--- src/or_move_regs.vh ---
// Constants for the OR, load and move instruction executor
// =============================================================================
// =============================================================================
`ifndef OR_MOVE_REGS_VH
`define OR_MOVE_REGS_VH
`define OP_OR_LIT        6'h38
`define OP_LOAD_LIT_HI   4'hc
`define OP_OR_FILE       6'h04
`define OP_MOVE_FILE     6'h08
`define OP_STORE_ACC     6'h00
`define OPC_MSB          13
`define OPC_LSB          8
`define LIT_MSB          7
`define DEST_BIT         7
`define FADDR_MSB        6
`define ACC_RESET        8'h00
`define WDATA_RESET      8'h00
`define WADDR_RESET      7'h00
`define FLAG_RESET       1'b0
`define OPC_RESET        14'h0000
`endif

--- src/op_decode.v ---
// Opcode decoder for the five supported instructions
`include "or_move_regs.vh"
module op_decode (
    input  wire [13:0] instr,
    output reg         is_or_lit,
    output reg         is_load_lit,
    output reg         is_or_file,
    output reg         is_move_file,
    output reg         is_store_acc
);
    wire [5:0] opc;
    assign opc = instr[`OPC_MSB:`OPC_LSB];
    always @* begin
        is_or_lit    = (opc == `OP_OR_LIT);
        is_load_lit  = (opc[5:2] == `OP_LOAD_LIT_HI);
        is_or_file   = (opc == `OP_OR_FILE);
        is_move_file = (opc == `OP_MOVE_FILE);
        is_store_acc = (opc == `OP_STORE_ACC) && instr[`DEST_BIT];
    end
endmodule // op_decode

--- src/or_and_move_instruction_exec.v ---
// Execute stage for OR, load literal, move and store instructions
`include "or_move_regs.vh"
module or_and_move_instruction_exec (
    input  wire        sys_clk,
    input  wire        nrst,
    input  wire        instr_valid,
    input  wire [13:0] instr,
    input  wire [7:0]  file_rdata,
    input  wire        zero_in,
    output wire [6:0]  file_addr,
    output reg  [7:0]  file_wdata,
    output reg         file_we,
    output reg  [6:0]  file_waddr,
    output reg  [7:0]  acc,
    output reg         zero_we,
    output reg         zero_val,
    output reg         done
);
    // =========================================================================
    // Decode
    // =========================================================================
    wire       is_or_lit;
    wire       is_load_lit;
    wire       is_or_file;
    wire       is_move_file;
    wire       is_store_acc;
    op_decode u_dec (
        .instr        (instr),
        .is_or_lit    (is_or_lit),
        .is_load_lit  (is_load_lit),
        .is_or_file   (is_or_file),
        .is_move_file (is_move_file),
        .is_store_acc (is_store_acc)
    );

    // =========================================================================
    // Operand fields
    // =========================================================================
    wire [7:0] lit;
    wire       dest_file;
    // Read address is combinational so operand is ready in the same cycle
    assign file_addr = instr[`FADDR_MSB:0];
    assign lit       = instr[`LIT_MSB:0];
    assign dest_file = instr[`DEST_BIT];

    // =========================================================================
    // Instruction class
    // =========================================================================
    // One-hot class, bit 0 means nothing to execute
    localparam CLS_NONE      = 6'b000001;
    localparam CLS_OR_LIT    = 6'b000010;
    localparam CLS_LOAD_LIT  = 6'b000100;
    localparam CLS_OR_FILE   = 6'b001000;
    localparam CLS_MOVE_FILE = 6'b010000;
    localparam CLS_STORE_ACC = 6'b100000;
    reg  [5:0] op_class;
    always @* begin
        op_class = CLS_NONE;
        if (instr_valid) begin
            if (is_or_lit) begin
                op_class = CLS_OR_LIT;
            end else if (is_load_lit) begin
                op_class = CLS_LOAD_LIT;
            end else if (is_or_file) begin
                op_class = CLS_OR_FILE;
            end else if (is_move_file) begin
                op_class = CLS_MOVE_FILE;
            end else if (is_store_acc) begin
                op_class = CLS_STORE_ACC;
            end
        end
    end

    // =========================================================================
    // Result select and write enables
    // =========================================================================
    wire [7:0] or_lit_res;
    wire [7:0] or_file_res;
    reg  [7:0] result;
    reg        acc_we;
    reg        fwe;
    reg        zwe;
    always @* begin
        result = 8'h00;
        acc_we = 1'b0;
        fwe    = 1'b0;
        zwe    = 1'b0;
        case (op_class)
            CLS_OR_LIT: begin
                result = or_lit_res;
                acc_we = 1'b1;
                zwe    = 1'b1;
            end
            CLS_LOAD_LIT: begin
                result = lit;
                acc_we = 1'b1;
                zwe    = 1'b0;
            end
            CLS_OR_FILE: begin
                result = or_file_res;
                acc_we = ~dest_file;
                fwe    = dest_file;
                zwe    = 1'b1;
            end
            CLS_MOVE_FILE: begin
                result = file_rdata;
                acc_we = ~dest_file;
                fwe    = dest_file;
                zwe    = 1'b1;
            end
            CLS_STORE_ACC: begin
                result = acc;
                fwe    = 1'b1;
                zwe    = 1'b0;
            end
            default: begin
                result = 8'h00;
                acc_we = 1'b0;
                fwe    = 1'b0;
                zwe    = 1'b0;
            end
        endcase
    end

    // =========================================================================
    // Per-bit datapath
    // =========================================================================
    wire [8:0] zero_chain;
    wire       result_zero;
    genvar     gi;
    assign zero_chain[0] = 1'b1;
    generate
        for (gi = 0; gi < 8; gi = gi + 1) begin : g_bit
            assign or_lit_res[gi]     = acc[gi] | lit[gi];
            assign or_file_res[gi]    = acc[gi] | file_rdata[gi];
            assign zero_chain[gi + 1] = zero_chain[gi] & ~result[gi];
        end
    endgenerate
    assign result_zero = zero_chain[8];

    // =========================================================================
    // Next values
    // =========================================================================
    reg  [7:0] acc_nxt;
    reg  [7:0] file_wdata_nxt;
    reg        file_we_nxt;
    reg  [6:0] file_waddr_nxt;
    reg        zero_we_nxt;
    reg        zero_val_nxt;
    reg        done_nxt;
    always @* begin
        acc_nxt = acc;
        if (acc_we) begin
            acc_nxt = result;
        end
        file_we_nxt    = fwe;
        file_wdata_nxt = result;
        file_waddr_nxt = file_addr;
        zero_we_nxt    = zwe;
        // Unwritten zero flag echoes its current value
        zero_val_nxt   = zwe ? result_zero : zero_in;
        done_nxt       = (op_class != CLS_NONE);
    end

    // =========================================================================
    // Registers
    // =========================================================================
    // Single-cycle commit, no skip or stall
    always @(posedge sys_clk or negedge nrst) begin
        if (!nrst) begin
            acc <= `ACC_RESET;
        end else begin
            acc <= acc_nxt;
        end
    end

    always @(posedge sys_clk or negedge nrst) begin
        if (!nrst) begin
            file_wdata <= `WDATA_RESET;
        end else begin
            file_wdata <= file_wdata_nxt;
        end
    end

    always @(posedge sys_clk or negedge nrst) begin
        if (!nrst) begin
            file_we <= `FLAG_RESET;
        end else begin
            file_we <= file_we_nxt;
        end
    end

    always @(posedge sys_clk or negedge nrst) begin
        if (!nrst) begin
            file_waddr <= `WADDR_RESET;
        end else begin
            file_waddr <= file_waddr_nxt;
        end
    end

    always @(posedge sys_clk or negedge nrst) begin
        if (!nrst) begin
            zero_we <= `FLAG_RESET;
        end else begin
            zero_we <= zero_we_nxt;
        end
    end

    always @(posedge sys_clk or negedge nrst) begin
        if (!nrst) begin
            zero_val <= `FLAG_RESET;
        end else begin
            zero_val <= zero_val_nxt;
        end
    end

    always @(posedge sys_clk or negedge nrst) begin
        if (!nrst) begin
            done <= `FLAG_RESET;
        end else begin
            done <= done_nxt;
        end
    end
endmodule // or_and_move_instruction_exec

--- config.mk ---
export PLATFORM = sky130hd
export DESIGN_NAME = or_and_move_instruction_exec
export DESIGN_NICKNAME = d
export VERILOG_FILES = /design/src/op_decode.v /design/src/or_and_move_instruction_exec.v
export VERILOG_INCLUDE_DIRS = /design/src
export SDC_FILE = /design/constraint.sdc
export NUM_CORES = 1
export LEC_CHECK = 0
export BUFFER_PORTS_ARGS = -buffer_cell sky130_fd_sc_hd__buf_2
export CAP_MARGIN = 10
export CORE_MARGIN = 2
export CORE_UTILIZATION = 44
export DETAILED_ROUTE_END_ITERATION = 10
export GPL_TIMING_DRIVEN = 0
export HOLD_SLACK_MARGIN = 0.12
export PLACE_DENSITY_LB_ADDON = 0.3
export SLEW_MARGIN = 20
export SYNTH_ARGS = -nofsm -noshare
export SYNTH_HDL_FRONTEND = slang
export SYNTH_SLANG_ARGS = --single-unit
--- constraint.sdc ---
create_clock -name sys_clk -period 1.46 [get_ports sys_clk]
set_input_delay 0.073 -clock sys_clk [delete_from_list [all_inputs] [get_ports sys_clk]]
set_output_delay 0.073 -clock sys_clk [all_outputs]
set_load 0.1 [all_outputs]
==> qor.txt, run 1 <==
number of synthesized register bits = 27
category of cells accounting for the largest share of critical-path delay = flip-flops
final standard cell area without fillers = 0.00193 mm²
power density over cell area = 854 mW/mm²
maxcap violations = 0
data required time at the worst endpoint = 1.73 ns
1st-iter DRT viols = 22
Peak VDD IR = 0.635 mV
routed wire length = 3.29 mm
critical-path maximum fanout = 4
run status = complete, no violations
global-route wire length before repair = 5.11 mm
distinct cell type count after synthesis = 35
unrepaired setup endpoints after global routing = yes
post-synth net total = 134
area of the mapped netlist = 0.00130 mm²
number of antenna violations at the first check in global routing = 0
CP cell instances = nor4_2, nand2_1, a222oi_1, mux2_4
Inserted Diodes = 0
Final Total Pwr = 0.00165 W
fin crit period = 1.44 ns
headroom to the max-slew limit = 60.2%
Switch Pwr = 0.000619 W
vertical extent of the die = 58.4 µm
proportion of power drawn by combinational gates = 32.0%
Setup Crit Path Kind = flip-flop to flip-flop
maximum count of clock buffers along a single path = 2
worst slew pin tran = 0.598 ns
Gate Count Post-Synth = 108
internal power consumption = 0.00103 W
die width = 58.4 µm
final weighted congestion of routability-driven global placement = 0.909
placement-stage worst setup slack = -0.400 ns
count of pins over their slew limit = 0
Post-synth EDFFs = 0
TritonCTS clock tree = yes
number of synthesis warnings = 0
sequential share of power = 48.0%
total cell area at the placement stage = 0.00163 mm²
static leakage = 0.980 nW
total gr overflow = 0
source-to-sink clock delay at the later pin of the worst-skew pair = 0.32 ns
Reg2Reg Setup Slack = 0.02 ns
syn_area_per_cell = 12.1 µm²
count of nets left with antenna violations after detail routing = 0
CTS Sinks = 27
Data arrival, critical path = 1.72 ns
share of the yosys chip area belonging to registers = 51.9%
worst path setup slack after routing = 0.0185 ns
cell accounting for the most synthesized area = sky130_fd_sc_hd__dfrtp_1
number of design rule violations left after detail routing = 0
top cells by area, synth = sky130_fd_sc_hd__dfrtp_1 (52%), sky130_fd_sc_hd__a22o_1 (9.4%), sky130_fd_sc_hd__a21o_2 (4.7%), sky130_fd_sc_hd__buf_4 (4.6%), sky130_fd_sc_hd__nor4_1 (2.9%)
Core ar. = 0.00278 mm²
switching share of power = 37.6%
relative area change from synthesis to final layout = 48.0%
CTS Buf Count = 3
starting density of the core = 46.8%
clock-pin slew of the registers on the worst-case setup and hold paths = 0.15 ns
final count of negative-setup-slack endpoints = 0
crit share post-route = 98.7%
clock power share = 20.0%
maximum level of the CTS H-tree = 1
number of cells in the design after placement = 195
setup skew after layout = 0.00464 ns
Detail Placement HPWL = 2.20 mm
via total after detailed routing = 1226
startpoint types = flip-flop
Worst setup EP type = flip-flop
final net count = 220
fraction of final layout cells sized beyond drive strength 1 = 53.4%
predominant post-synthesis flop cell = sky130_fd_sc_hd__dfrtp_1
buffer and inverter count on the worst path = 0
delay of the slowest critical-path stage = 0.47 ns
average detailed-routed wire length per instance = 14.7 µm
via count of the first global-routing pass = 1168
Final Hold Violating Endpoints = 0
top cell type's share of synthesized area = 51.9%
count of standard-cell rows = 19
Root Buffer Master = sky130_fd_sc_hd__clkbuf_4
Critical-path top delay cell = sky130_fd_sc_hd__dfrtp_2
classification of the worst-slack hold path = input port to flip-flop
upper clock frequency limit = 694 MHz
overall global routing resource usage = 19.3%
total iterations of the first detailed-routing run = 4
non-filler cells, final = 224
number of port buffers = 56
I/O pins = 60
area enclosed by the die boundary = 0.00341 mm²
number of vias per cell after detailed routing = 5.47
share of flip-flops with an asynchronous set or reset after synthesis = 100%
pin count of the biggest net entering global routing = 28
[layout make-up]
type / count / area [µm²]
multi-input combinational: 67 / 541
timing repair buffer: 81 / 528
clock buffer: 3 / 22.5
sequential: 27 / 686
fill: 215 / 853
clock inverter: 1 / 7.51
tap: 31 / 38.8
buffer: 14 / 105
[final timing paths]
kind | start | end | cells after the start
min in group asynchronous | nrst | file_wdata[3] | 2
worst max register to register | acc[6] | zero_val | 4
worst min register to register | acc[4] | file_wdata[4] | 1
worst max-delay path | acc[6] | zero_val | 4
worst min-delay path | instr[7] | acc[7] | 3
max in group asynchronous | nrst | acc[0] | 2
[worst reg2reg max path: cells and delay by family (launching register included)]
kind	cells	cell delay, ns
mux	1	0.21
compound gates	1	0.36
flops	1	0.47
simple gates	2	0.36
[routing by layer]
metal	wire length, µm	global-route usage [%]	vias up
met4	17	4.32	0
met3	228	2.64	2
met1	1370	25.6	597
met5	0	0	-
li1	-	-	572
met2	1670	33.7	55
[synth_stat cells, drive strengths merged (2+ instances only)]
master   n
or2      2
dfrtp   27
nor4     6
o21ai    5
a21o     7
or3b     3
nand4b   2
nand2    7
buf     13
a22o    14
nor3     2
[flip-flops by register name (all words and copies together) (netlist names)]
name        flops
file_wdata      8
file_waddr      7
zero_we         1
zero_val        1
acc             8
file_we         1
done            1
[per-stage QoR]
stage | util [%] | hold WS [ns] | TNS [ns]
final | 69.3 | 0.164 | 0
after global routing | 69.3 | 0.159 | -0.0389
after CTS | 68.6 | 0.148 | 0
after detailed placement | 58.7 | 0.118 | -2.49
after global placement | 58.7 | 0.101 | -2.02
after floorplan | - | -0.223 | -0.0616
[cells in the final DEF (no fill, tap or decap), types with 2 or more instances in the layout]
| cell type | netlist | final |
|---|---|---|
| sky130_fd_sc_hd__nand2_1 | 7 | 7 |
| sky130_fd_sc_hd__a22o_1 | 14 | 14 |
| sky130_fd_sc_hd__a21o_2 | 7 | 7 |
| sky130_fd_sc_hd__nor4_2 | 0 | 3 |
| sky130_fd_sc_hd__dfrtp_1 | 27 | 19 |
| sky130_fd_sc_hd__or3b_1 | 2 | 2 |
| sky130_fd_sc_hd__buf_4 | 8 | 9 |
| sky130_fd_sc_hd__nor3_1 | 2 | 2 |
| sky130_fd_sc_hd__or2_2 | 2 | 2 |
| sky130_fd_sc_hd__buf_6 | 2 | 2 |
| sky130_fd_sc_hd__nand4b_1 | 2 | 2 |
| sky130_fd_sc_hd__dfrtp_2 | 0 | 8 |
| sky130_fd_sc_hd__buf_2 | 3 | 59 |
| sky130_fd_sc_hd__nor4_1 | 6 | 3 |
| sky130_fd_sc_hd__o21ai_0 | 4 | 4 |
| sky130_fd_sc_hd__clkbuf_4 | 1 | 4 |
| sky130_fd_sc_hd__dlygate4sd3_1 | 0 | 24 |
[logic make-up after synthesis]
logic type / synth area share [%]
xor gates and xnor gates: 0.673
buffers and inverters: 8.07
DFF: 51.9
AOI/OAI and AO/OA: 22.8
and+or+nand+nor: 15.5
muxes: 1.15
[power by group through the flow]
stage	Combinational [W]	Clock, W	Sequential [W]
after detailed placement	0.000471	0	0.000802
after CTS	0.000523	0.000338	0.000788
after global placement	0.000467	0	0.000802
after floorplan	0.000166	0	0.000994
after global routing	0.000550	0.000374	0.000794
final	0.000527	0.000330	0.000790
[timing repair]
action                                  in CTS  in global routing
endpoints found under the setup margin       1                  1
gates cloned                                 0                  0
hold buffers                                24                  0
pin swaps                                    1                  3
buffers inserted                             1                  0
gates resized for setup                      0                  3
endpoints found under the hold margin       47                  0
No activity file was read; power rests on OpenSTA's default activity.
==> run 2, diff against run 1 <==
MAX_ROUTING_LAYER = met4   (was unset)
==> run 2 against run 1 <==
  * Combinational power is essentially flat
  * Non-clock buffer count stayed put
  * Die area is the same
  * Clock skew barely moved
  * Cell count stayed put
  * First-iteration DRC count increased by 9.1%
  * Setup slack improved by 0.032 ns
  * Worst hold slack lost 0.00088 ns
  * Core utilization is the same
  * Total power barely moved
  * Largest power group unchanged
==> qor.txt, run 2 (synthesized netlist as in run 1, its figures left out) <==
run status = complete, no violations
multi-input gate area in the final layout = 541 µm² (unchanged)
relative area change from synthesis to final layout = 48.0% (unchanged)
length of routed wiring on met1 = 1.37 mm (-0.44%)
final standard cell area without fillers = 0.00193 mm² (unchanged)
top layer reached by signal wires = met4
via total after detailed routing = 1225 (-0.082%)
Critical-path top delay cell = sky130_fd_sc_hd__dfrtp_2
worst slew pin tran = 0.595 ns (-0.00279 ns)
critical-path maximum fanout = 4 (unchanged)
maximum count of clock buffers along a single path = 2 (unchanged)
fraction of final layout cells sized beyond drive strength 1 = 53.4% (unchanged)
headroom to the max-slew limit = 60.3% (+0.19 points)
pin count of the biggest net entering global routing = 28 (unchanged)
total gr overflow = 0 (unchanged)
commonest non-fill, non-tap cell in the layout = sky130_fd_sc_hd__buf_2
maxcap violations = 0 (unchanged)
worst r2r dst = zero_val
global-route wire length before repair = 5.12 mm (+0.14%)
clock-pin slew of the registers on the worst-case setup and hold paths = 0.15 ns (about the same)
crit share post-route = 96.6% (-2.2 points)
area enclosed by the die boundary = 0.00341 mm² (unchanged)
vertical extent of the die = 58.4 µm (unchanged)
static leakage = 0.980 nW (unchanged)
CTS Sinks = 27 (unchanged)
Root Buffer Master = sky130_fd_sc_hd__clkbuf_4
total cell area at the placement stage = 0.00163 mm² (unchanged)
top library cells by usage in the layout, fill and taps aside = sky130_fd_sc_hd__buf_2 (59), sky130_fd_sc_hd__dlygate4sd3_1 (24), sky130_fd_sc_hd__dfrtp_1 (19), sky130_fd_sc_hd__a22o_1 (14), sky130_fd_sc_hd__buf_4 (9)
storage element area = 686 µm² (unchanged)
number of cells traversed by the worst hold path = 3 (unchanged)
average detailed-routed wire length per instance = 14.6 µm (-0.33%)
Detail Placement HPWL = 2.20 mm (unchanged)
TritonCTS clock tree = yes
placement-stage worst setup slack = -0.400 ns (unchanged)
I/O pins = 60 (unchanged)
worst path setup slack after routing = 0.0502 ns (+0.0317 ns)
upper clock frequency limit = 709 MHz (+2.3%)
number of vias per cell after detailed routing = 5.47 (about the same)
number of design rule violations left after detail routing = 0 (unchanged)
delay of the slowest critical-path stage = 0.47 ns (about the same)
overall global routing resource usage = 20.0% (+0.63 points)
Setup Crit Path Kind = flip-flop to flip-flop
minimum hold slack = 0.163 ns (-0.000875 ns)
CTS Buf Count = 3 (unchanged)
hold endpoint = acc[7]
1st-iter DRT viols = 24 (+9.1%)
met3 routed wirelength = 235 µm (+3.1%)
maximum level of the CTS H-tree = 1 (unchanged)
filler instances = 215 (unchanged)
power density over cell area = 855 mW/mm² (about the same)
setup skew after layout = 0.00482 ns (+0.000184 ns)
routed wire length = 3.28 mm (-0.33%)
Data arrival, critical path = 1.68 ns (-0.04 ns)
classification of the worst-slack hold path = input port to flip-flop
routed length on met2 = 1.66 mm (-0.78%)
Peak VDD IR = 0.635 mV (about the same)
fin crit period = 1.41 ns (-0.0317 ns)
unrepaired setup endpoints after global routing = yes
registers with the highest flip-flop counts = acc: 8 flops, file_wdata: 8 flops, file_waddr: 7 flops
starting density of the core = 46.8% (unchanged)
Inserted Diodes = 0 (unchanged)
final weighted congestion of routability-driven global placement = 0.925 (+1.7%)
total iterations of the first detailed-routing run = 4 (unchanged)
buffer and inverter count on the worst path = 0 (unchanged)
Reg2Reg Setup Slack = 0.05 ns (+0.03 ns)
die width = 58.4 µm (unchanged)
Worst setup EP type = flip-flop
CP cell instances = nor4_2, nand2_1, a222oi_1, mux2_4
Final Hold Violating Endpoints = 0 (unchanged)
hold_sp = instr[7]
R2R depth = 4 (unchanged)
category of cells accounting for the largest share of critical-path delay = flip-flops
count of nets left with antenna violations after detail routing = 0 (unchanged)
final net count = 220 (unchanged)
number of port buffers = 56 (unchanged)
startpoint types = flip-flop
number of antenna violations at the first check in global routing = 0 (unchanged)
Worst R2R Start = acc[6]
count of standard-cell rows = 19 (unchanged)
data required time at the worst endpoint = 1.73 ns (about the same)
via count of the first global-routing pass = 1168 (unchanged)
source-to-sink clock delay at the later pin of the worst-skew pair = 0.32 ns (about the same)
final count of negative-setup-slack endpoints = 0 (unchanged)
Core ar. = 0.00278 mm² (unchanged)
setup_tns = 0 ns (unchanged)
count of pins over their slew limit = 0 (unchanged)
[run 2: cell counts in the layout (fill, tap and decap cells not counted)]
No cell type changed its count.
[run 2: worst max-delay path by stage]
stage                     slack (ns)      start       end  cells past startpoint
after floorplan                -0.06  instr[13]  zero_val                      4
after global placement         -0.38  instr[13]  zero_val                      5
after detailed placement       -0.40  instr[13]  zero_val                      5
after CTS                       0.02     acc[3]  zero_val                      4
after global routing           -0.04     acc[0]  zero_val                      4
final                           0.05     acc[6]  zero_val                      4
[run 2: worst min-delay path, cell delays in order]
cell	delay [ns]
sky130_fd_sc_hd__buf_2	0.17
sky130_fd_sc_hd__o21a_1	0.14
sky130_fd_sc_hd__a211o_1	0.08
[run 2: cell type report]
class | count | area share [%]
Buffer | 14 | 5.45
Sequential cell | 27 | 35.6
Multi-Input combinational cell | 67 | 28.0
Clock inverter | 1 | 0.389
Clock buffer | 3 | 1.17
Tap cell | 31 | 2.01
Timing Repair Buffer | 81 | 27.4
[run 2: report_power, final]
part           total [W]  leakage, nW  internal (W)  switching, W
Combinational   0.000527        0.626      0.000148      0.000379
Clock           0.000330       0.0139      0.000105      0.000226
Sequential      0.000790        0.340      0.000775     0.0000153
[run 2: stage by stage]
step / cells / util, % / total power [W]
global route: 224 / 69.3 / 0.00172
global placement: 195 / 58.7 / 0.00127
detailed placement: 195 / 58.7 / 0.00127
CTS: 224 / 68.6 / 0.00165
floorplan: 108 / - / 0.00116
finish: 224 / 69.3 / 0.00165
[run 2: timing repair]
action                     4_1_cts  5_1_grt
buffers inserted                 1        0
hold buffers                    24        0
resized for setup                0        3
setup endpoints to repair        1        1
hold endpoints to repair        47        0
pin swaps                        1        3
[run 2: layer usage]
| metal | vias up | track usage [%] |
|---|---|---|
| met4 | 0 | 4.32 |
| li1 | 572 | - |
| met3 | 2 | 2.64 |
| met2 | 53 | 33.5 |
| met5 | - | - |
| met1 | 598 | 25.9 |
==> run 3, diff against run 2 <==
clock period = 1.7 ns   (was 1.46 ns; I/O delays follow)
==> run 3 against run 2 <==
  * Cell count down 0.89%
  * Cell area fell by 2.4%
  * Core utilization fell by 1.7 points
  * Sequential share of layout area up 0.34 points
  * Critical path depth rose by 3
  * Clock-buffer cell count is the same
  * Clock skew down 0.00082 ns
  * Via count down 0.98%
  * Non-clock buffer count decreased by 2
  * Clock power down 15%
  * Die area is the same
  * Largest cell class unchanged
  * Highest routed layer unchanged
==> qor.txt, run 3 (synthesized netlist as in run 1, its figures left out) <==
run status = complete, no violations
sequential share of power = 48.2% (+0.3 points)
registers with the highest flip-flop counts = acc: 8 flops, file_wdata: 8 flops, file_waddr: 7 flops
average detailed-routed wire length per instance = 14.9 µm (+1.7%)
total iterations of the first detailed-routing run = 4 (unchanged)
number of port buffers = 56 (unchanged)
setup skew after layout = 0.00401 ns (-0.000816 ns)
unrepaired setup endpoints after global routing = no
fin crit period = 1.61 ns
top library cells by usage in the layout, fill and taps aside = sky130_fd_sc_hd__buf_2 (58), sky130_fd_sc_hd__dfrtp_1 (27), sky130_fd_sc_hd__dlygate4sd3_1 (23), sky130_fd_sc_hd__a22o_1 (14), sky130_fd_sc_hd__buf_4 (9)
1st-iter DRT viols = 27 (+13%)
Detail Placement HPWL = 2.22 mm (+0.80%)
count of nets left with antenna violations after detail routing = 0 (unchanged)
CTS Sinks = 27 (unchanged)
overall global routing resource usage = 21.5% (+1.5 points)
count of standard-cell rows = 19 (unchanged)
via count of the first global-routing pass = 1184 (+1.4%)
Root Buffer Master = sky130_fd_sc_hd__clkbuf_4
proportion of power drawn by combinational gates = 31.8% (-0.2 points)
via total after detailed routing = 1213 (-0.98%)
Worst setup EP type = flip-flop
setup_tns = 0 ns (unchanged)
data required time at the worst endpoint = 1.93 ns (+0.20 ns)
Core ar. = 0.00278 mm² (unchanged)
vertical extent of the die = 58.4 µm (unchanged)
classification of the worst-slack hold path = input port to flip-flop
count of pins over their slew limit = 0 (unchanged)
starting density of the core = 46.8% (unchanged)
final core utilization = 67.7% (-1.7 points)
Peak VDD IR = 0.572 mV (-9.9%)
Inserted Diodes = 0 (unchanged)
final weighted congestion of routability-driven global placement = 0.902 (-2.5%)
pin count of the biggest net entering global routing = 28 (unchanged)
source-to-sink clock delay at the later pin of the worst-skew pair = 0.33 ns (about the same)
critical-path maximum fanout = 10 (+6)
TritonCTS clock tree = yes
headroom to the max-slew limit = 60.6% (+0.28 points)
number of buffers inserted to repair setup after CTS = 0 (-1)
power density over cell area = 746 mW/mm² (-13%)
routed wire length = 3.31 mm (+0.79%)
number of vias per cell after detailed routing = 5.46 (about the same)
global-route wire length before repair = 5.33 mm (+4.0%)
CTS Buf Count = 3 (unchanged)
internal power consumption = 0.000875 W (-15%)
filler instances = 234 (+8.8%)
Setup Crit Path Kind = input port to flip-flop
switching share of power = 37.7% (about the same)
final count of negative-setup-slack endpoints = 0 (unchanged)
total gr overflow = 0 (unchanged)
commonest non-fill, non-tap cell in the layout = sky130_fd_sc_hd__buf_2
Final Hold Violating Endpoints = 0 (unchanged)
crit share post-route = 94.8%
Data arrival, critical path = 1.84 ns (+0.16 ns)
area enclosed by the die boundary = 0.00341 mm² (unchanged)
I/O pins = 60 (unchanged)
number of antenna violations at the first check in global routing = 0 (unchanged)
worst slew pin tran = 0.591 ns (-0.00418 ns)
Switch Pwr = 0.000528 W (-15%)
fraction of final layout cells sized beyond drive strength 1 = 47.6% (-5.7 points)
maximum level of the CTS H-tree = 1 (unchanged)
maximum count of clock buffers along a single path = 2 (unchanged)
startpoint types = input port
upper clock frequency limit = 621 MHz
maxcap violations = 0 (unchanged)
die width = 58.4 µm (unchanged)
relative area change from synthesis to final layout = 44.5%
minimum hold slack = 0.132 ns (-0.0313 ns)
final net count = 218 (-0.91%)
static leakage = 0.981 nW (about the same)
number of design rule violations left after detail routing = 0 (unchanged)
clock-pin slew of the registers on the worst-case setup and hold paths = 0.15 ns (about the same)
clock power share = 20.0% (about the same)
run 3: changes by cell type in the layout (fill, tap and decap cells not counted):
cell / before / now
sky130_fd_sc_hd__dfrtp_1: 19 / 27
sky130_fd_sc_hd__clkinv_2: 0 / 1
sky130_fd_sc_hd__clkinvlp_4: 1 / 0
sky130_fd_sc_hd__dlygate4sd3_1: 24 / 23
sky130_fd_sc_hd__buf_2: 59 / 58
sky130_fd_sc_hd__nor4_2: 3 / 0
sky130_fd_sc_hd__dfrtp_2: 8 / 0
sky130_fd_sc_hd__nor4_1: 3 / 6
run 3: power groups by stage:
stage / Combinational, W / Sequential [W] / Clock (W)
floorplan: 0.000143 / 0.000852 / 0
finish: 0.000446 / 0.000676 / 0.000281
global route: 0.000467 / 0.000679 / 0.000321
CTS: 0.000445 / 0.000676 / 0.000288
global placement: 0.000401 / 0.000687 / 0
detailed placement: 0.000405 / 0.000688 / 0
run 3: layout make-up:
| class | instances | area (µm²) | share of cell area, % |
|---|---|---|---|
| timing repair buffer | 79 | 510 | 27.1 |
| buffer | 14 | 108 | 5.72 |
| sequential | 27 | 676 | 35.9 |
| tap | 31 | 38.8 | 2.06 |
| clock inverter | 1 | 5.00 | 0.266 |
| clock buffer | 3 | 22.5 | 1.20 |
| multi-input combinational | 67 | 522 | 27.7 |
run 3: critical path, cell delays in order:
cell                            delay (ns)
sky130_fd_sc_hd__buf_2                0.12
sky130_fd_sc_hd__dlygate4sd3_1        0.55
sky130_fd_sc_hd__or2_2                0.32
sky130_fd_sc_hd__nor3b_2              0.20
sky130_fd_sc_hd__buf_4                0.20
sky130_fd_sc_hd__o21ai_0              0.08
sky130_fd_sc_hd__a211o_1              0.29
run 3: worst paths after layout:
path | start | end | slack, ns | depth (start not counted)
min reg2reg | acc[1] | file_wdata[1] | 0.56 | 1
min in group asynchronous | nrst | file_waddr[1] | 0.27 | 2
max reg2reg | acc[7] | zero_val | 0.28 | 4
max | instr[12] | acc[7] | 0.09 | 7
min | instr[11] | done | 0.13 | 3
max in group asynchronous | nrst | acc[6] | 1.04 | 2
run 3: repair_timing:
action,4_1_cts,5_1_grt
gates resized for setup,0,2
endpoints found under the setup margin,0,1
hold endpoints to repair,47,0
hold buffers,23,0
run 3: through the flow:
stage                     std cells  setup slack, ns  instance area (µm²)  total power (W)
final                           222           0.0892                 1880          0.00140
after global routing            222           0.0241                 1880          0.00147
after CTS                       222           0.0606                 1880          0.00141
after detailed placement        195           -0.183                 1620          0.00109
after global placement          195           -0.167                 1620          0.00109
after floorplan                 108         0.000816                 1300         0.000995
run 3: metal layers:
layer | routed length [µm] | track usage, % | up-vias
met3 | 234 | 3.30 | 4
met1 | 1380 | 25.4 | 584
met2 | 1660 | 37.4 | 55
li1 | - | - | 570
met4 | 30 | 6.98 | 0
met5 | 0 | - | -
